==> src/spimp_defines.svh <==
// register offsets, field positions and timing constants of the serial port
`ifndef SPIMP_DEFINES_SVH
`define SPIMP_DEFINES_SVH
`define SPIMP_OFS_DATA     8'hf0
`define SPIMP_OFS_CTRL     8'hf1
`define SPIMP_OFS_STAT     8'hf2
`define SPIMP_OFS_PRSC     8'hf3
`define SPIMP_RST_BYTE     8'h00
`define SPIMP_BIT_IE       7
`define SPIMP_BIT_OE       6
`define SPIMP_BIT_ISRC     5
`define SPIMP_BIT_ROLE     4
`define SPIMP_BIT_CLOCK_IDLE_LEVEL     3
`define SPIMP_BIT_CAPTURE_EDGE_SELECT     2
`define SPIMP_BIT_DONE     7
`define SPIMP_BIT_WRITE_COLLISION_FLAG     6
`define SPIMP_BIT_MASTER_FAULT_FLAG     4
`define SPIMP_BIT_HALF_DIVIDER_ENABLE     4
`define SPIMP_PRSC_MASK    8'h17
`define SPIMP_STAT_MASK    8'hd0
`define SPIMP_DIV_2        6'h02
`define SPIMP_DIV_4        6'h04
`define SPIMP_DIV_16       6'h10
`define SPIMP_DIV_32       6'h20
`define SPIMP_BITS         4'h8
`endif

==> src/spimp_pkg.sv <==
// types shared by the serial port files
package spimp_pkg;
  typedef struct packed {
    logic       ie;
    logic       oe;
    logic       isrc;
    logic       role;
    logic       clock_idle_level;
    logic       capture_edge_select;
    logic [1:0] rate;
  } spimp_ctrl_t;

  typedef struct packed {
    logic i;
    logic o;
    logic oe;
  } spimp_pin_t;

  typedef enum logic [2:0] {
    SPIMP_IDLE = 3'b001,
    SPIMP_LEAD = 3'b010,
    SPIMP_TRAIL = 3'b100
  } spimp_state_t;
endpackage

==> src/spimp_rate_gen.sv <==
// master bit-rate enable generator
`timescale 1ns/1ps
`include "spimp_defines.svh"
module spimp_rate_gen (
  // clock and reset
  input  wire logic       clk,
  input  wire logic       rst_n,
  // control
  input  wire logic       run,
  input  wire logic [1:0] rate_sel,
  input  wire logic [2:0] prescale,
  input  wire logic       half_div_off,
  // output
  output logic            tick
);
  logic [5:0]  rate_div;
  logic [10:0] limit;
  logic [10:0] cnt_r;
  logic [10:0] cnt_nxt;

  always_comb begin
    case (rate_sel)
      2'b00:   rate_div = `SPIMP_DIV_2;
      2'b01:   rate_div = `SPIMP_DIV_4;
      2'b10:   rate_div = `SPIMP_DIV_16;
      default: rate_div = `SPIMP_DIV_32;
    endcase
  end

  // one tick per half serial clock period, n1*n2*n3/2 cycles
  assign limit = 11'((({8'h0, prescale} + 11'h1) * {5'h0, rate_div}
                      * (half_div_off ? 11'h1 : 11'h2)) >> 1) - 11'h1;
  assign cnt_nxt = (cnt_r >= limit) ? 11'h0 : cnt_r + 11'h1;
  assign tick = run && (cnt_r >= limit);

  always_ff @(posedge clk or negedge rst_n) begin
    if (!rst_n) begin
      cnt_r <= 11'h0;
    end else if (!run) begin
      cnt_r <= 11'h0;
    end else begin
      cnt_r <= cnt_nxt;
    end
  end
endmodule

==> src/spimp_shifter.sv <==
// eight-bit exchange shift register, msb first
`timescale 1ns/1ps
`include "spimp_defines.svh"
module spimp_shifter (
  // clock and reset
  input  wire logic       clk,
  input  wire logic       rst_n,
  // control
  input  wire logic       load,
  input  wire logic [7:0] load_val,
  input  wire logic       sample,
  input  wire logic       shift,
  input  wire logic       din,
  // state
  output logic [7:0]      sreg,
  output logic            dout
);
  logic [7:0] sreg_r;
  logic       cap_r;

  assign sreg = sreg_r;
  assign dout = sreg_r[7];

  always_ff @(posedge clk or negedge rst_n) begin
    if (!rst_n) begin
      sreg_r <= `SPIMP_RST_BYTE;
      cap_r  <= 1'b0;
    end else if (load) begin
      sreg_r <= load_val;
    end else begin
      if (sample) begin
        cap_r <= din;
      end
      if (shift) begin
        sreg_r <= {sreg_r[6:0], sample ? din : cap_r};
      end
    end
  end
endmodule

==> src/spimp_top.sv <==
// serial peripheral port, master or slave, on a classic wishbone slave
//
// Decided for this implementation: the Wishbone register port.
`timescale 1ns/1ps
`include "spimp_defines.svh"
// Contract
// - after done sets, later received bytes are dropped until done clears
// - no flag reports the lost-byte overrun
// - interrupt request when done or fault sets while the other is clear
// - source select routes external pin or port request to the channel
// - as master only a data write starts a byte
// - received byte copied to a read buffer when done sets
// - data write loads the shift register directly
// - output enable gates pin drive; cleared on master fault
// - role bit picks master or slave; cleared on master fault
// - polarity bit sets the clock idle level
// - phase bit picks first or second edge to capture
// - rate bits divide by 2, 4, 16, 32 in master role only
// - done flag clears on status read then data access
// - data writes ignored while done is set
// - collision flag on data write during transfer, no interrupt
// - untouched slave shifts out its last received byte
// - fault flag sets on select low as master; clears by status read, control write
// - master clock is internal clock over prescale, rate and half divider
// - eight clock pulses exchange one byte each way, msb first
module spimp_top (
  // clock and reset
  input  wire logic        REF_CLK,
  input  wire logic        RST_N,
  // wishbone slave
  input  wire logic        WB_CYC_I,
  input  wire logic        WB_STB_I,
  input  wire logic        WB_WE_I,
  input  wire logic [7:0]  WB_ADR_I,
  input  wire logic [3:0]  WB_SEL_I,
  input  wire logic [31:0] WB_DAT_I,
  output logic      [31:0] WB_DAT_O,
  output logic             WB_ACK_O,
  // serial pins
  input  wire logic        SCK_I,
  output logic             SCK_O,
  output logic             SCK_OE,
  input  wire logic        MOSI_I,
  output logic             MOSI_O,
  output logic             MOSI_OE,
  input  wire logic        MISO_I,
  output logic             MISO_O,
  output logic             MISO_OE,
  input  wire logic        SS_N,
  // shared interrupt channel
  input  wire logic        EXT_IRQ_I,
  output logic             IRQ_CHANNEL
);
  spimp_pkg::spimp_ctrl_t  ctrl_r;
  spimp_pkg::spimp_state_t state_r;
  logic [7:0] prsc_r;
  logic [7:0] rbuf_r;
  logic       done_r;
  logic       write_collision_flag_r;
  logic       master_fault_flag_r;
  logic       done_seen_r;
  logic       write_collision_flag_seen_r;
  logic       master_fault_flag_seen_r;
  logic       bit_r;
  logic       req_r;
  logic [3:0] edge_cnt_r;
  logic       sck_r;
  logic       sck_in_r;
  logic       ss_r;
  logic       ack_r;
  logic [31:0] dat_r;
  logic       irq_r;
  logic       sck_o_r;
  logic       sck_oe_r;
  logic       mosi_o_r;
  logic       mosi_oe_r;
  logic       miso_o_r;
  logic       miso_oe_r;

  logic       acc;
  logic       wr_byte0;
  logic       wr_data;
  logic       rd_data;
  logic       wr_ctrl;
  logic       rd_stat;
  logic       wr_prsc;
  logic       master;
  logic       busy;
  logic       tick;
  logic       lead_edge;
  logic       trail_edge;
  logic       slv_lead;
  logic       slv_trail;
  logic       mst_lead;
  logic       mst_trail;
  logic       sample;
  logic       shift;
  logic       last_edge;
  logic       load_ok;
  logic       fault;
  logic       din;
  logic       dout;
  logic [7:0] sreg;
  logic [7:0] rd_mux;
  logic [7:0] ctrl_w;
  logic       req_nxt;

  // bus decode, one access per request, ack after one wait cycle
  assign acc      = WB_CYC_I && WB_STB_I && !ack_r;
  assign wr_byte0 = acc && WB_WE_I && WB_SEL_I[0];
  assign wr_data  = wr_byte0 && (WB_ADR_I == `SPIMP_OFS_DATA);
  assign wr_ctrl  = wr_byte0 && (WB_ADR_I == `SPIMP_OFS_CTRL);
  assign wr_prsc  = wr_byte0 && (WB_ADR_I == `SPIMP_OFS_PRSC);
  assign rd_data  = acc && !WB_WE_I && (WB_ADR_I == `SPIMP_OFS_DATA);
  assign rd_stat  = acc && !WB_WE_I && (WB_ADR_I == `SPIMP_OFS_STAT);

  assign master = ctrl_r.role;
  assign busy   = (state_r != spimp_pkg::SPIMP_IDLE) || (!master && !ss_r);
  assign fault  = master && !ss_r;

  // slave edges on the sampled clock, master edges from the rate ticks
  assign slv_lead  = !master && !ss_r && (sck_in_r != sck_r) && (sck_in_r != ctrl_r.clock_idle_level);
  assign slv_trail = !master && !ss_r && (sck_in_r != sck_r) && (sck_in_r == ctrl_r.clock_idle_level);
  assign mst_lead  = master && tick && (state_r == spimp_pkg::SPIMP_LEAD);
  assign mst_trail = master && tick && (state_r == spimp_pkg::SPIMP_TRAIL);
  assign lead_edge  = slv_lead || mst_lead;
  assign trail_edge = slv_trail || mst_trail;
  assign sample = ctrl_r.capture_edge_select ? trail_edge : lead_edge;
  assign shift  = ctrl_r.capture_edge_select ? (lead_edge && edge_cnt_r != 4'h0) : trail_edge;
  assign last_edge = trail_edge && (edge_cnt_r == (`SPIMP_BITS - 4'h1));
  assign load_ok = wr_data && !done_r && !busy;

  assign din = master ? MISO_I : MOSI_I;

  spimp_rate_gen u_rate (
    .clk          (REF_CLK),
    .rst_n        (RST_N),
    .run          (master && state_r != spimp_pkg::SPIMP_IDLE),
    .rate_sel     (ctrl_r.rate),
    .prescale     (prsc_r[2:0]),
    .half_div_off (prsc_r[`SPIMP_BIT_HALF_DIVIDER_ENABLE]),
    .tick         (tick)
  );

  spimp_shifter u_shift (
    .clk      (REF_CLK),
    .rst_n    (RST_N),
    .load     (load_ok),
    .load_val (WB_DAT_I[7:0]),
    .sample   (sample),
    .shift    (shift || (ctrl_r.capture_edge_select && last_edge)),
    .din      (din),
    .sreg     (sreg),
    .dout     (dout)
  );

  // pin and clock samplers
  always_ff @(posedge REF_CLK or negedge RST_N) begin
    if (!RST_N) begin
      sck_r    <= 1'b0;
      sck_in_r <= 1'b0;
      ss_r     <= 1'b1;
    end else begin
      sck_in_r <= SCK_I;
      sck_r    <= sck_in_r;
      ss_r     <= SS_N;
    end
  end

  // transfer sequencer and edge counter
  always_ff @(posedge REF_CLK or negedge RST_N) begin
    if (!RST_N) begin
      state_r    <= spimp_pkg::SPIMP_IDLE;
      edge_cnt_r <= 4'h0;
      sck_o_r    <= 1'b0;
    end else begin
      if (fault) begin
        state_r    <= spimp_pkg::SPIMP_IDLE;
        edge_cnt_r <= 4'h0;
      end else if (master) begin
        case (state_r)
          spimp_pkg::SPIMP_IDLE: begin
            if (load_ok) begin
              state_r    <= spimp_pkg::SPIMP_LEAD;
              edge_cnt_r <= 4'h0;
            end
          end
          spimp_pkg::SPIMP_LEAD: begin
            if (tick) begin
              state_r <= spimp_pkg::SPIMP_TRAIL;
            end
          end
          spimp_pkg::SPIMP_TRAIL: begin
            if (tick) begin
              edge_cnt_r <= edge_cnt_r + 4'h1;
              state_r <= last_edge ? spimp_pkg::SPIMP_IDLE : spimp_pkg::SPIMP_LEAD;
            end
          end
          default: begin
            state_r <= spimp_pkg::SPIMP_IDLE;
          end
        endcase
      end else begin
        state_r <= spimp_pkg::SPIMP_IDLE;
        if (ss_r) begin
          edge_cnt_r <= 4'h0;
        end else if (last_edge) begin
          edge_cnt_r <= 4'h0;
        end else if (trail_edge) begin
          edge_cnt_r <= edge_cnt_r + 4'h1;
        end
      end
      if (master && state_r == spimp_pkg::SPIMP_LEAD && tick) begin
        sck_o_r <= !ctrl_r.clock_idle_level;
      end else if (master && state_r == spimp_pkg::SPIMP_TRAIL && tick) begin
        sck_o_r <= ctrl_r.clock_idle_level;
      end else if (state_r == spimp_pkg::SPIMP_IDLE) begin
        sck_o_r <= ctrl_r.clock_idle_level;
      end
    end
  end

  // done flag, read buffer and collision flag
  always_ff @(posedge REF_CLK or negedge RST_N) begin
    if (!RST_N) begin
      done_r      <= 1'b0;
      done_seen_r <= 1'b0;
      write_collision_flag_r      <= 1'b0;
      write_collision_flag_seen_r <= 1'b0;
      rbuf_r      <= `SPIMP_RST_BYTE;
      bit_r       <= 1'b0;
    end else begin
      if (rd_stat) begin
        done_seen_r <= done_r;
        write_collision_flag_seen_r <= write_collision_flag_r;
      end
      if (sample) begin
        bit_r <= din;
      end
      if (last_edge && !done_r) begin
        done_r <= 1'b1;
        rbuf_r <= {sreg[6:0], sample ? din : bit_r};
      end else if (done_seen_r && (rd_data || wr_data)) begin
        done_r      <= 1'b0;
        done_seen_r <= 1'b0;
      end
      if (wr_data && busy) begin
        write_collision_flag_r <= 1'b1;
      end else if (write_collision_flag_seen_r && (rd_data || wr_data)) begin
        write_collision_flag_r      <= 1'b0;
        write_collision_flag_seen_r <= 1'b0;
      end
    end
  end

  // control, prescaler and master fault
  assign ctrl_w = WB_DAT_I[7:0];
  always_ff @(posedge REF_CLK or negedge RST_N) begin
    if (!RST_N) begin
      ctrl_r      <= spimp_pkg::spimp_ctrl_t'(`SPIMP_RST_BYTE);
      prsc_r      <= `SPIMP_RST_BYTE;
      master_fault_flag_r      <= 1'b0;
      master_fault_flag_seen_r <= 1'b0;
    end else begin
      if (rd_stat) begin
        master_fault_flag_seen_r <= master_fault_flag_r;
      end
      if (wr_ctrl) begin
        ctrl_r <= spimp_pkg::spimp_ctrl_t'(ctrl_w);
        if (master_fault_flag_r && !master_fault_flag_seen_r) begin
          ctrl_r.oe   <= 1'b0;
          ctrl_r.role <= 1'b0;
        end
      end
      if (wr_prsc) begin
        prsc_r <= ctrl_w & `SPIMP_PRSC_MASK;
      end
      if (fault) begin
        master_fault_flag_r      <= 1'b1;
        ctrl_r.oe   <= 1'b0;
        ctrl_r.role <= 1'b0;
      end else if (wr_ctrl && master_fault_flag_seen_r) begin
        master_fault_flag_r      <= 1'b0;
        master_fault_flag_seen_r <= 1'b0;
      end
    end
  end

  // interrupt request on either flag setting while the other is clear
  assign req_nxt = ctrl_r.ie && (done_r ^ master_fault_flag_r);
  always_ff @(posedge REF_CLK or negedge RST_N) begin
    if (!RST_N) begin
      req_r <= 1'b0;
      irq_r <= 1'b0;
    end else begin
      req_r <= req_nxt;
      irq_r <= ctrl_r.isrc ? req_r : EXT_IRQ_I;
    end
  end

  // pin drivers, slave echoes the last received byte
  always_ff @(posedge REF_CLK or negedge RST_N) begin
    if (!RST_N) begin
      sck_oe_r  <= 1'b0;
      mosi_o_r  <= 1'b0;
      mosi_oe_r <= 1'b0;
      miso_o_r  <= 1'b0;
      miso_oe_r <= 1'b0;
    end else begin
      sck_oe_r  <= ctrl_r.oe && master;
      mosi_oe_r <= ctrl_r.oe && master;
      miso_oe_r <= ctrl_r.oe && !master && !ss_r;
      mosi_o_r  <= dout;
      miso_o_r  <= dout;
    end
  end

  // wishbone read data and ack
  always_comb begin
    case (WB_ADR_I)
      `SPIMP_OFS_DATA: rd_mux = rbuf_r;
      `SPIMP_OFS_CTRL: rd_mux = ctrl_r;
      `SPIMP_OFS_STAT: rd_mux = {done_r, write_collision_flag_r, 1'b0, master_fault_flag_r, 4'h0};
      `SPIMP_OFS_PRSC: rd_mux = prsc_r;
      default:         rd_mux = 8'h00;
    endcase
  end

  always_ff @(posedge REF_CLK or negedge RST_N) begin
    if (!RST_N) begin
      ack_r <= 1'b0;
      dat_r <= 32'h0;
    end else begin
      ack_r <= acc;
      dat_r <= acc ? {24'h0, rd_mux} : 32'h0;
    end
  end

  assign WB_ACK_O    = ack_r;
  assign WB_DAT_O    = dat_r;
  assign SCK_O       = sck_o_r;
  assign SCK_OE      = sck_oe_r;
  assign MOSI_O      = mosi_o_r;
  assign MOSI_OE     = mosi_oe_r;
  assign MISO_O      = miso_o_r;
  assign MISO_OE     = miso_oe_r;
  assign IRQ_CHANNEL = irq_r;
endmodule

==> config.mk <==
export PLATFORM = sky130hd
export DESIGN_NAME = spimp_top
export DESIGN_NICKNAME = d
export VERILOG_FILES = /design/src/spimp_pkg.sv /design/src/spimp_rate_gen.sv /design/src/spimp_shifter.sv /design/src/spimp_top.sv
export VERILOG_INCLUDE_DIRS = /design/src
export SDC_FILE = /design/constraint.sdc
export NUM_CORES = 1
export LEC_CHECK = 0
export ABC_AREA = 1
export ABC_CLOCK_PERIOD_IN_PS = 6560
export BUFFER_PORTS_ARGS = -buffer_cell sky130_fd_sc_hd__buf_4
export CAP_MARGIN = 10
export CORE_MARGIN = 2
export CORE_UTILIZATION = 56
export DETAILED_ROUTE_END_ITERATION = 10
export PLACE_DENSITY_LB_ADDON = 0.08
export SYNTH_ARGS = -nofsm -noshare
export SYNTH_HDL_FRONTEND = slang
export SYNTH_HIERARCHICAL = 1
export SYNTH_SLANG_ARGS = --single-unit
==> constraint.sdc <==
create_clock -name REF_CLK -period 6.56 [get_ports REF_CLK]
set_clock_uncertainty 0.2 [all_clocks]
set_input_delay 0.328 -clock REF_CLK [delete_from_list [all_inputs] [get_ports REF_CLK]]
set_output_delay 0.328 -clock REF_CLK [all_outputs]
set_load 0.05 [all_outputs]
Word level (Yosys, flattened, before mapping). Cells that the tools add are included.

Add/subtract/negate cells: 4. $mul: 2. Divide/modulo/power cells: 0. Order comparisons: 1. Equality and inequality tests: 18. Shift-type cells: 0. Mux-type cells: 52. Bitwise operators: 1. Reduce and logical (&&, ||, !) cells: 63.

Operator list (number): $logic_and 1x1->1 (39); $eq 8x8->1 const B (4); $pmux 8 s4 (1); $mux 1 (28); $mux 4 (7); $mux 8 (3); $mux 11 (2); $pmux 6 s3 (1); $mux 3 (5); $ne 4x4->1 const B (3); $add 11x1->11 const B (1); $ge 11x11->1 (1); $mul 11x11->11 (1); $mul 11x6->11 (1); $sub 10x1->11 const B (1); $reduce_bool 2->1 (5); $pmux 3 s3 (1); $logic_not 1->1 (8); $pmux 4 s2 (1); $mux 7 (1); $logic_or 1x1->1 (5); $reduce_bool 5->1 (1); $add 3x1->4 const B (1); $add 4x1->4 const B (1); 17 further kinds (19).

Register bits after elaboration: 72. Bits in latches: 0. RAM bits: 0. Bits in read-only memories: 0. Input bits: 54. Output and inout bits: 40. Word-level logic and storage cells: 173. Memories kept: 0.

Logic depth before layout (Yosys ltp). Gate-level depths: netlist of run 1.

Depth in word-level cells: 16. Depth in mapped cells: 35.

Cells and area by module. Netlist of run 1, hierarchy kept.

Modules (own cells, without submodules): spimp_top (instances 1, cells an instance 343, area each 2820.2 µm², seq. area each 1303.8 µm²); spimp_rate_gen (instances 1, cells an instance 261, area each 1705.4 µm², seq. area each 275.3 µm²); spimp_shifter (instances 1, cells an instance 54, area each 424.2 µm², seq. area each 225.2 µm²).

Least setup slack after synthesis of run 1. OpenSTA, ideal clock, no wires.

Path type: flip-flop to flip-flop. From: register prsc_r[0]. To: register u_shift.sreg_r[6] (netlist: u_shift/sreg[6]). Arrival time: 4.665 ns. Data required time: 6.292 ns. Path slack: 1.626 ns. Cell stages (with the launch flop): 34. Path buffers: 0. Path through: dfrtp_1 > ha_1 > xnor2_1 > nor2_1 > ha_1 > fa_1 > ha_1 > inv_1 > nand2_2 > nand2_1 > nand2_1 > nand2_2 > nand3_2 > nor2_2 > nand2_1 > nor2_2 > nand2_1 > nor2_1 > nand3_1 > ha_1 > nand2_1 > nor2_1 > nand3_1 > nand4_1 > inv_1 > nor2_1 > nand4_1 > nand2_2 > o21ai_0 > nand2_1 > inv_2 > nor2_2 > nand2_1 > nand3_1.

Word-level cells in the longest chain between the ends: 13.

RTL lines: start: declaration (RTL line spimp_top.sv:56) `logic [7:0] prsc_r;`; start signal: assignment (RTL line spimp_top.sv:261) `` prsc_r <= `SPIMP_RST_BYTE; ``; start signal: assignment (RTL line spimp_top.sv:276) `` prsc_r <= ctrl_w & `SPIMP_PRSC_MASK; ``; $add 3x1->4 * (RTL line spimp_rate_gen.sv:31) `assign limit = 11'((({8'h0, prescale} + 11'h1) * {5'h0, rate_div}`; $mul 11x6->11 * (RTL line spimp_rate_gen.sv:31); $mul 11x11->11 * (RTL line spimp_rate_gen.sv:32) `* (half_div_off ? 11'h1 : 11'h2)) >> 1) - 11'h1;`; $sub 10x1->11 * (RTL line spimp_rate_gen.sv:32); $ge 11x11->1 * (RTL line spimp_rate_gen.sv:34) `assign tick = run && (cnt_r >= limit);`; $logic_and 1x1->1 * (RTL line spimp_rate_gen.sv:34); named net tick (RTL line spimp_top.sv:89) `logic tick;`; $logic_and 1x1->1 * (RTL line spimp_top.sv:124, spimp_top.sv:125); $logic_and 1x1->1 (on tied branches) (RTL line spimp_top.sv:124, spimp_top.sv:125); $logic_or 1x1->1 (on tied branches) (RTL line spimp_top.sv:126, spimp_top.sv:127); $logic_and 1x1->1 (on tied branches) (RTL line spimp_top.sv:129, spimp_top.sv:130); $mux 1 / $logic_and 1x1->1 (equally long branches) (RTL line spimp_top.sv:129, spimp_top.sv:151); $logic_or 1x1->1 * (RTL line spimp_top.sv:151) `.shift (shift || (ctrl_r.capture_edge_select && last_edge)),`; $reduce_bool 2->1 (no source line) *; end signal: assignment (RTL line spimp_shifter.sv:26) `` sreg_r <= `SPIMP_RST_BYTE; ``; end signal: assignment (RTL line spimp_shifter.sv:29) `sreg_r <= load_val;`; end signal: assignment (RTL line spimp_shifter.sv:35) `sreg_r <= {sreg_r[6:0], sample ? din : cap_r};`; end: declaration (RTL line spimp_shifter.sv:18) `logic [7:0] sreg_r;`.

The timed path passes the listed nets; every way through them passes the cells marked *. A chain may end at the register's enable or synchronous reset.

Worst setup path in the final report of run 1.
From: register prsc_r[0]. To: register u_shift.sreg_r[2] (netlist: u_shift/sreg[2]).

Same word-level chain as after synthesis.

==> reports/results.txt, run 1 <==
Max-cap viol count: 0
Core area: 0.00864 sq mm
Vias in the first global route: 4122
Final core utilization: 63.9%
Final nets: 798
Vias: 4157
Die Footprint: 0.00959 sq mm
Fill cell count: 783
Critical path data required time: 6.64 ns
Startpoint type of the worst setup path: register
Leak: 2.98 nW
Most used cell, CP: nand2_1
Sw Pwr: 0.283 mW
Worst-Margin Slew: 0.908 ns
Clock power share: 37.5%
Combinational cell fraction of total power: 12.4%
Wire length of the first global-routing pass: 18000 microns
Pint: 0.683 mW
VDD IR max: 203 uV
Drt first pass iters: 4
Initial antenna violation count: 0
Number of core rows: 34
Final hold violations: 0
Fmax achieved: 175 MHz
Setup bufs post-CTS: 0
Min cycle time layout: 5.71 ns
Setup-failing EPs final: 0
Slew Limit Fails: 0
Crit-path max cell delay: 0.50 ns
Power per cell area: 175 mW/mm^2
CP max-delay cell: fa_1
Clk slew on worst S/H paths: 0.08 ns
Register area: 0.00180 sq mm
Final worst-path cycle share: 87.0%
Worst-Skew Late Latency: 0.34 ns
H-tree levels: 3
Final TNS setup: 0 ns
Initial Util: 57.2%
Residual DRC: 0
Pwr Total: 0.966 mW
DIE WIDTH: 97.9 microns
RSZ-0062 raised after global routing: no
Hold buffer count at CTS: 7
Antenna-violating nets left: 0
Vias per cell: 5.05
Initial DRC count: 164
CTS Buf Count: 9
WL per Instance: 12.3 microns
Tot GR Track Use: 22.7%
Final WL: 10200 microns
Global route total overflow: 0
Multi-input logic area: 0.00266 sq mm
Seq pwr share: 50.1%
RD Place Congestion: 0.902
# IOs: 94
Area Overhead vs Synth: 11.7%
Dpl hpwl: 7850 microns
Worst Path Arrival: 5.78 ns
CP Class: register to register
Syn. warnings: 6
Mapped Avg Cell Area: 7.52 sq um
CTS tree: built
Post-Syn Instances: 657
Sw Ratio: 29.3%
Die H: 97.9 microns
Mapped cell area: 0.00494 sq mm
Outcome: completed
Port bufs: 42
CP endpoint kind: register
CTS sink cnt: 72
Worst hold path type: input port to register
Clk buf depth: 2
Post-CTS sizing: 0
Layout cells sized above 1: 15.4%
CP max FO: 8
Ant. Diodes: 0
CTS root buf: clkbuf_8
Largest net degree at the start of global routing: 73
Slew headroom: 39.5%
## stage by stage
step	setup slack, ns	hold WS [ns]	instances	area (sq um)
floorplan	1.63	-0.168	680	5030
global route	0.292	0.0112	823	5520
detailed placement	0.870	0.170	800	5250
finish	0.855	0.0166	823	5520
global placement	0.954	0.166	800	5250
CTS	0.838	0.000974	823	5520
## flip-flops by register name, summed over array words and instances (netlist names), 3 cells and up
register      cells
state_r           3
WB_DAT_O          8
ctrl_r            7
prsc_r            4
u_shift/sreg      8
edge_cnt_r        4
rbuf_r            8
u_rate/cnt_r     11
## routing by layer
metal	global-route usage (%)	routed length [microns]	up-vias
met3	3.87	315	8
met1	27.7	4520	1930
met2	41.2	5230	72
li1	-	-	2147
met4	6.30	85	0
met5	0	0	-
## power groups by stage
stage | Sequential (mW) | Combinational, mW | Clock, mW
6_report | 0.484 | 0.120 | 0.362
5_1_grt | 0.487 | 0.135 | 0.393
4_1_cts | 0.484 | 0.121 | 0.373
3_5_place_dp | 0.492 | 0.118 | 0
3_3_place_gp | 0.492 | 0.114 | 0
2_1_floorplan | 0.490 | 0.0915 | 0
## worst max-delay path: cells and delay by family, from the launching register on
family,cells,cell delay [ns]
flip-flops,1,0.47
XOR/XNOR,2,0.47
buffers and inverters,4,0.25
adder cells (fa/ha/maj),5,1.69
AO/OA/AOI/OAI,1,0.11
AND/OR/NAND/NOR,21,2.49
## path summary, 6_finish.rpt
path,from,end,slack (ns),cells past startpoint
max in group asynchronous,RST_N,u_shift/cap_r$_DFFE_PN0N_,5.11,2
worst max register to register,prsc_r[0]$_DFFE_PN0P_,u_shift/sreg[2]$_DFFE_PN0P_,0.85,33
worst min-delay path,WB_DAT_I[4],u_shift/sreg[4]$_DFFE_PN0P_,0.02,3
worst max-delay path,prsc_r[0]$_DFFE_PN0P_,u_shift/sreg[2]$_DFFE_PN0P_,0.85,33
worst min register to register,u_shift/sreg[7]$_DFFE_PN0P_,MISO_O$_DFF_PN0_,0.19,0
min in group asynchronous,RST_N,MISO_O$_DFF_PN0_,0.44,2
## area by class of cell
cell class | count | area share [%]
Timing Repair Buffer | 50 | 7.12
Inverter | 86 | 5.89
Clock inverter | 7 | 1.41
Tap cell | 108 | 2.45
Sequential cell | 72 | 32.7
Clock buffer | 9 | 2.24
Multi-Input combinational cell | 491 | 48.2
## placed cells by master, fill, tap and decap left out, types with 5 or more instances in the layout
| master | instances |
|---|---|
| ha_1 | 32 |
| inv_1 | 77 |
| dlygate4sd3_1 | 7 |
| conb_1 | 25 |
| xnor2_1 | 5 |
| a21oi_1 | 19 |
| nand3_1 | 63 |
| buf_4 | 43 |
| nor2_1 | 56 |
| clkbuf_8 | 9 |
| nand4_1 | 8 |
| inv_2 | 8 |
| o21ai_0 | 22 |
| nor2_2 | 10 |
| nand2_2 | 6 |
| nand2_1 | 185 |
| dfrtp_1 | 70 |
| xor2_1 | 10 |
Power figures use the tool's default switching activity.
==> inputs of run 2 (changes only) <==
--- a/config.mk
+++ b/config.mk
@@ -11,9 +11,11 @@
 export BUFFER_PORTS_ARGS = -buffer_cell sky130_fd_sc_hd__buf_4
 export CAP_MARGIN = 10
 export CORE_MARGIN = 2
-export CORE_UTILIZATION = 56
+export CORE_UTILIZATION = 30
+export CTS_BUF_LIST = sky130_fd_sc_hd__clkbuf_16
 export DETAILED_ROUTE_END_ITERATION = 10
 export PLACE_DENSITY_LB_ADDON = 0.08
+export SLEW_MARGIN = 20
 export SYNTH_ARGS = -nofsm -noshare
 export SYNTH_HDL_FRONTEND = slang
 export SYNTH_HIERARCHICAL = 1
==> reports/results.txt, run 2 (synthesized netlist as in run 1, its figures left out) <==
Setup-failing EPs final: 0 (unchanged)
Tot GR Track Use: 14.1% (-8.6 points)
Die Footprint: 0.0175 sq mm (+83%)
Worst-Skew Late Latency: 0.34 ns (about the same)
Slew headroom: 36.7% (-2.8 points)
Final hold violations: 0 (unchanged)
Final TNS setup: 0 ns (unchanged)
Largest register FFs: 11 (unchanged)
CP max FO: 8 (unchanged)
Area Overhead vs Synth: 16.5%
Post-CTS sizing: 0 (unchanged)
Ant. Diodes: 0 (unchanged)
Die H: 132 microns (+35%)
Most used cell, CP: nand2_1
Final WL: 11600 microns (+14%)
Global route total overflow: 0 (unchanged)
Layout cells sized above 1: 15.4% (-0.021 points)
Vias in the first global route: 4137 (+0.36%)
Final worst-path cycle share: 89.2% (+2.2 points)
Worst-Margin Slew: 0.949 ns (+0.0415 ns)
CP max-delay cell: fa_1
Number of core rows: 46 (+35%)
Initial antenna violation count: 0 (unchanged)
Vias per cell: 4.45 (-12%)
WL per Instance: 12.4 microns (+0.92%)
CTS Buf Count: 9 (unchanged)
Final Hold Slack: 0.0185 ns (+0.00187 ns)
RD Place Congestion: 0.779 (-14%)
CP Class: register to register
Clk buf depth: 2 (unchanged)
Most frequent cells in the layout: nand2_1, inv_1, dfrtp_1
Max-cap viol count: 0 (unchanged)
Initial DRC count: 159 (-3.0%)
Largest net degree at the start of global routing: 73 (unchanged)
Fmax achieved: 171 MHz (-2.5%)
CTS tree: built
Min cycle time layout: 5.85 ns (+0.146 ns)
Port bufs: 42 (unchanged)
Worst hold path type: input port to register
Wire length of the first global-routing pass: 19900 microns (+11%)
Dpl hpwl: 9020 microns (+15%)
Power per cell area: 191 mW/mm^2 (+8.9%)
Top reg by flops: u_rate/cnt_r
Residual DRC: 0 (unchanged)
DIE WIDTH: 132 microns (+35%)
Area post-placement: 0.00539 sq mm (+2.7%)
Final nets: 799 (+0.13%)
Core area: 0.0160 sq mm (+85%)
Vias: 4147 (-0.24%)
# IOs: 94 (unchanged)
Slew Limit Fails: 0 (unchanged)
VDD IR max: 113 uV (-44%)
Antenna-violating nets left: 0 (unchanged)
Most common cell after layout, fill and taps aside: nand2_1
H-tree levels: 3 (unchanged)
Drt first pass iters: 5 (+1)
CTS sink cnt: 72 (unchanged)
Critical path data required time: 6.63 ns (about the same)
CP endpoint kind: register
Leak: 3.03 nW (+1.7%)
Final Cell Area: 0.00576 sq mm (+4.3%)
RSZ-0062 raised after global routing: no
Worst Path Arrival: 5.93 ns (+0.15 ns)
Crit-path max cell delay: 0.51 ns (about the same)
Clk slew on worst S/H paths: 0.06 ns (-0.02 ns)
Startpoint type of the worst setup path: register
Initial Util: 30.9% (-26 points)
CTS root buf: clkbuf_16
Outcome: completed
==> run 2: cell types whose count changed in the layout (fill, tap and decap cells not counted) <==
cell	previous run	this run
inv_1	77	78
clkbuf_16	0	9
buf_4	43	44
clkinv_4	1	2
inv_6	3	1
clkbuf_8	9	0
==> run 2: metal layers <==
layer  up-vias  wire (microns)  global-route usage [%]
met4         0              95                    4.18
met3         6             388                    3.54
met2        68            5620                    23.7
met5         -               0                       0
li1       2159               -                       -
met1      1914            5490                    17.9
==> run 2: final cells by class <==
type	count	area (sq um)
Clock buffer	9	225
Clock inverter	7	72.6
Fill cell	1790	10200
Inverter	86	325
Sequential cell	72	1800
Tap cell	216	270
Timing Repair Buffer	51	400
Multi-Input combinational cell	491	2660
==> run 2: report_power, final <==
| group | total, mW | switching [mW] | internal (mW) |
|---|---|---|---|
| Combinational | 0.121 | 0.0833 | 0.0377 |
| Clock | 0.491 | 0.196 | 0.295 |
| Sequential | 0.486 | 0.0191 | 0.466 |
| Total | 1.10 | 0.299 | 0.799 |
==> run 2: worst max-delay path: cells and delay by family (launching register included) <==
kind | cells | cell delay (ns)
AO/OA/AOI/OAI | 1 | 0.10
XOR/XNOR | 1 | 0.32
adder cells (fa/ha/maj) | 5 | 1.71
buffers and inverters | 3 | 0.19
flip-flops | 1 | 0.48
AND/OR/NAND/NOR | 23 | 2.83
==> run 2: path summary, 6_finish.rpt <==
kind,startpoint,to,slack (ns),depth (start not counted)
max,prsc_r[0]$_DFFE_PN0P_,u_shift/sreg[4]$_DFFE_PN0P_,0.71,33
min,EXT_IRQ_I,IRQ_CHANNEL$_DFF_PN0_,0.02,2
max reg2reg,prsc_r[0]$_DFFE_PN0P_,u_shift/sreg[4]$_DFFE_PN0P_,0.71,33
min reg2reg,u_shift/sreg[7]$_DFFE_PN0P_,MISO_O$_DFF_PN0_,0.19,0
max in group asynchronous,RST_N,u_rate/cnt_r[9]$_DFF_PN0_,5.06,2
min in group asynchronous,RST_N,u_shift/sreg[2]$_DFFE_PN0P_,0.48,2
==> run 2: stage by stage <==
| stage | total power, mW | setup slack (ns) | cells | utilization [%] |
|---|---|---|---|---|
| 3_5_place_dp | 0.613 | 0.743 | 909 | 33.7 |
| 2_1_floorplan | 0.582 | 1.63 | 680 | - |
| 3_3_place_gp | 0.609 | 0.756 | 909 | 33.7 |
| 5_1_grt | 1.15 | 0.156 | 932 | 36.0 |
| 6_report | 1.10 | 0.708 | 932 | 36.0 |
| 4_1_cts | 1.12 | 0.711 | 932 | 36.0 |
==> run 2: timing repair <==
item | in CTS | in global routing
setup endpoints to repair | 0 | 0
setup buffers | 0 | 0
hold buffers | 7 | 0
endpoints found under the hold margin | 65 | 0
==> inputs of run 3 (changes only) <==
--- a/config.mk
+++ b/config.mk
@@ -6,14 +6,14 @@
 export SDC_FILE = /design/constraint.sdc
 export NUM_CORES = 1
 export LEC_CHECK = 0
-export ABC_AREA = 1
 export ABC_CLOCK_PERIOD_IN_PS = 6560
 export BUFFER_PORTS_ARGS = -buffer_cell sky130_fd_sc_hd__buf_4
 export CAP_MARGIN = 10
 export CORE_MARGIN = 2
-export CORE_UTILIZATION = 30
+export CORE_UTILIZATION = 45
 export CTS_BUF_LIST = sky130_fd_sc_hd__clkbuf_16
 export DETAILED_ROUTE_END_ITERATION = 10
+export MAX_ROUTING_LAYER = met4
 export PLACE_DENSITY_LB_ADDON = 0.08
 export SLEW_MARGIN = 20
 export SYNTH_ARGS = -nofsm -noshare
==> reports/results.txt, run 3 <==
Outcome: completed
CTS Buf Count: 9 (unchanged)
# IOs: 94 (unchanged)
CP max-delay cell: or4_4
Initial Util: 45.6% (+15 points)
Clk slew on worst S/H paths: 0.06 ns (about the same)
Min cycle time layout: 6.13 ns (+0.282 ns)
RD Place Congestion: 0.798 (+2.4%)
CP Class: register to register
Slew Limit Fails: 0 (unchanged)
Most common cell after layout, fill and taps aside: dfrtp_1
R2r startpoint: prsc_r[0]$_DFFE_PN0P_
Max-cap viol count: 0 (unchanged)
Met1 Usage GRT: 26.8% (+8.9 points)
Top Usage Layer GRT: met2
Mapped cell area: 0.00488 sq mm (-1.3%)
CP endpoint kind: register
Antenna-violating nets left: 0 (unchanged)
Combinational cell fraction of total power: 13.3% (+2.3 points)
Post-Syn Instances: 503 (-23%)
Die H: 108 microns (-18%)
Critical path data required time: 6.61 ns (-0.02 ns)
Pwr Total: 1.09 mW (-1.0%)
Final TNS setup: 0 ns (unchanged)
Worst hold path type: input port to register
H-tree levels: 3 (unchanged)
Hold Crit Start: WB_DAT_I[7]
Sw Pwr: 0.306 mW (+2.4%)
Worst-Skew Late Latency: 0.33 ns (about the same)
Residual DRC: 0 (unchanged)
Wire length of the first global-routing pass: 17700 microns (-11%)
Global route total overflow: 0 (unchanged)
Setup-failing EPs final: 0 (unchanged)
Drt first pass iters: 4 (-1)
Top reg by flops: u_rate/cnt_r
Worst-Margin Slew: 0.912 ns (-0.0366 ns)
Pint: 0.781 mW (-2.3%)
Power per cell area: 195 mW/mm^2 (+2.5%)
Fmax achieved: 163 MHz (-4.6%)
DIE WIDTH: 108 microns (-18%)
Die Footprint: 0.0117 sq mm (-33%)
Area Overhead vs Synth: 14.1%
Fill cell count: 996 (-44%)
Clk buf depth: 2 (unchanged)
Largest net degree at the start of global routing: 73 (unchanged)
WL per Instance: 15.3 microns (+23%)
Final Hold Slack: 0.0132 ns (-0.00528 ns)
Final WL: 10600 microns (-8.8%)
Initial DRC count: 135 (-15%)
Vias in the first global route: 3540 (-14%)
DP Cell Count: 674 (-26%)
Worst Path Arrival: 6.19 ns (+0.26 ns)
CTS tree: built
CP max FO: 9 (+1)
Crit-path max cell delay: 0.52 ns (about the same)
Final setup margin: 0.426 ns (-0.282 ns)
Grt met3 use: 3.13% (-0.40 points)
Reg2Reg Setup Slack: 0.43 ns (-0.28 ns)
Initial antenna violation count: 0 (unchanged)
Leak: 2.68 nW (-11%)
CTS root buf: clkbuf_16
Register area: 0.00180 sq mm (unchanged)
Post-Layout Cell Count: 693 (-26%)
Layout cells sized above 1: 19.5% (+4.2 points)
Most frequent cells in the layout: dfrtp_1, nand2_1, buf_4
Hold EP: ctrl_r[7]$_DFFE_PN0N_
Vias: 3730 (-10%)
Core area: 0.0107 sq mm (-33%)
Vias per cell: 5.38 (+21%)
Setup bufs post-CTS: 0 (unchanged)
Seq pwr share: 46.5% (+2.3 points)
Final nets: 636 (-20%)
Largest register FFs: 11 (unchanged)
Number of core rows: 38 (-17%)
Most used cell, CP: ha_1
Syn. warnings: 6 (unchanged)
Hold Path Cell Cnt: 3 (+1)
Startpoint type of the worst setup path: register
Critical-path cell list: ha_1 -> inv_1 -> nor2_1 -> ha_1 -> fa_1 -> ha_1 -> a211oi_2 -> o21bai_1 -> o21a_2 -> or4_4 -> and3_4 -> o31ai_2 -> ha_1 -> o21ai_0 -> nand2b_1 -> and3_1 -> nand2_1 -> nor2_1 -> nor2_2 -> o21ai_0 -> buf_4 -> or3b_1 -> o211ai_2
Multi-input logic area: 0.00286 sq mm (+7.3%)
Slew headroom: 39.2% (+2.4 points)
CTS sink cnt: 72 (unchanged)
Tot GR Track Use: 19.9% (+5.8 points)
Final hold violations: 0 (unchanged)
Register-to-Register Path Depth: 23 (-30%)
R2R Path End: u_shift/sreg[0]$_DFFE_PN0P_
RSZ-0062 raised after global routing: no
Port bufs: 42 (unchanged)
Clock power share: 40.2% (-4.5 points)
Final worst-path cycle share: 93.5% (+4.3 points)
Dpl ws: 0.368 ns (-0.374 ns)
Dpl hpwl: 7850 microns (-13%)
Ant. Diodes: 0 (unchanged)
VDD IR max: 131 uV (+16%)
Mapped Avg Cell Area: 9.69 sq um (+29%)
Sw Ratio: 28.2% (+0.94 points)
Grt met2 use: 31.2% (+7.5 points)
[run 3: power by group through the flow]
stage | logic (mW) | registers (mW) | clock network (mW)
6_report | 0.145 | 0.505 | 0.437
5_1_grt | 0.160 | 0.511 | 0.470
4_1_cts | 0.146 | 0.506 | 0.447
3_5_place_dp | 0.144 | 0.514 | 0
3_3_place_gp | 0.141 | 0.513 | 0
2_1_floorplan | 0.111 | 0.508 | 0
[run 3: worst max path at each step]
stage,startpoint,endpoint,slack [ns],cells past startpoint
6_report,prsc_r[0]$_DFFE_PN0P_,u_shift/sreg[0]$_DFFE_PN0P_,0.43,23
3_3_place_gp,prsc_r[0]$_DFFE_PN0P_,u_shift/sreg[0]$_DFFE_PN0P_,0.44,23
2_1_floorplan,prsc_r[0]$_DFFE_PN0P_,u_shift/sreg[0]$_DFFE_PN0P_,0.72,26
4_1_cts,prsc_r[0]$_DFFE_PN0P_,rbuf_r[0]$_DFFE_PN0P_,0.33,21
3_5_place_dp,prsc_r[0]$_DFFE_PN0P_,rbuf_r[0]$_DFFE_PN0P_,0.37,21
5_1_grt,prsc_r[0]$_DFFE_PN0P_,u_shift/sreg[3]$_DFFE_PN0P_,0.007,24
[run 3: what timing repair did]
| item | 4_1_cts | 5_1_grt |
|---|---|---|
| setup endpoints to repair | 0 | 10 |
| endpoints found under the hold margin | 72 | 0 |
| hold buffers | 3 | 0 |
| gates resized for setup | 0 | 4 |
[run 3: stage by stage]
stage | util [%] | instance area [sq um]
2_1_floorplan | - | 4960
3_3_place_gp | 49.1 | 5250
3_5_place_dp | 49.1 | 5250
4_1_cts | 51.8 | 5550
5_1_grt | 52.0 | 5560
6_report | 52.0 | 5560
[run 3: final cells by class]
cell class              instances  share of cell area (%)
repair buffers                 53                    7.51
well taps                     140                    3.15
multi-input cells             400                    51.3
flip-flops and latches         72                    32.4
clock buffers                   9                    4.05
inverters                      12                   0.810
clock inverters                 7                   0.720
[run 3: critical path: cells and delay by family, from the launching register on]
family | cells | cell delay, ns
flops | 1 | 0.47
fa+ha+maj | 5 | 1.83
compound gates | 7 | 1.28
buf+inv | 2 | 0.32
simple gates | 9 | 1.94
[run 3: per-layer routing]
| layer | routed length [microns] | up-vias |
|---|---|---|
| li1 | - | 1839 |
| met1 | 5040 | 1814 |
| met2 | 5100 | 69 |
| met3 | 355 | 8 |
| met4 | 85 | 0 |
| met5 | 0 | - |
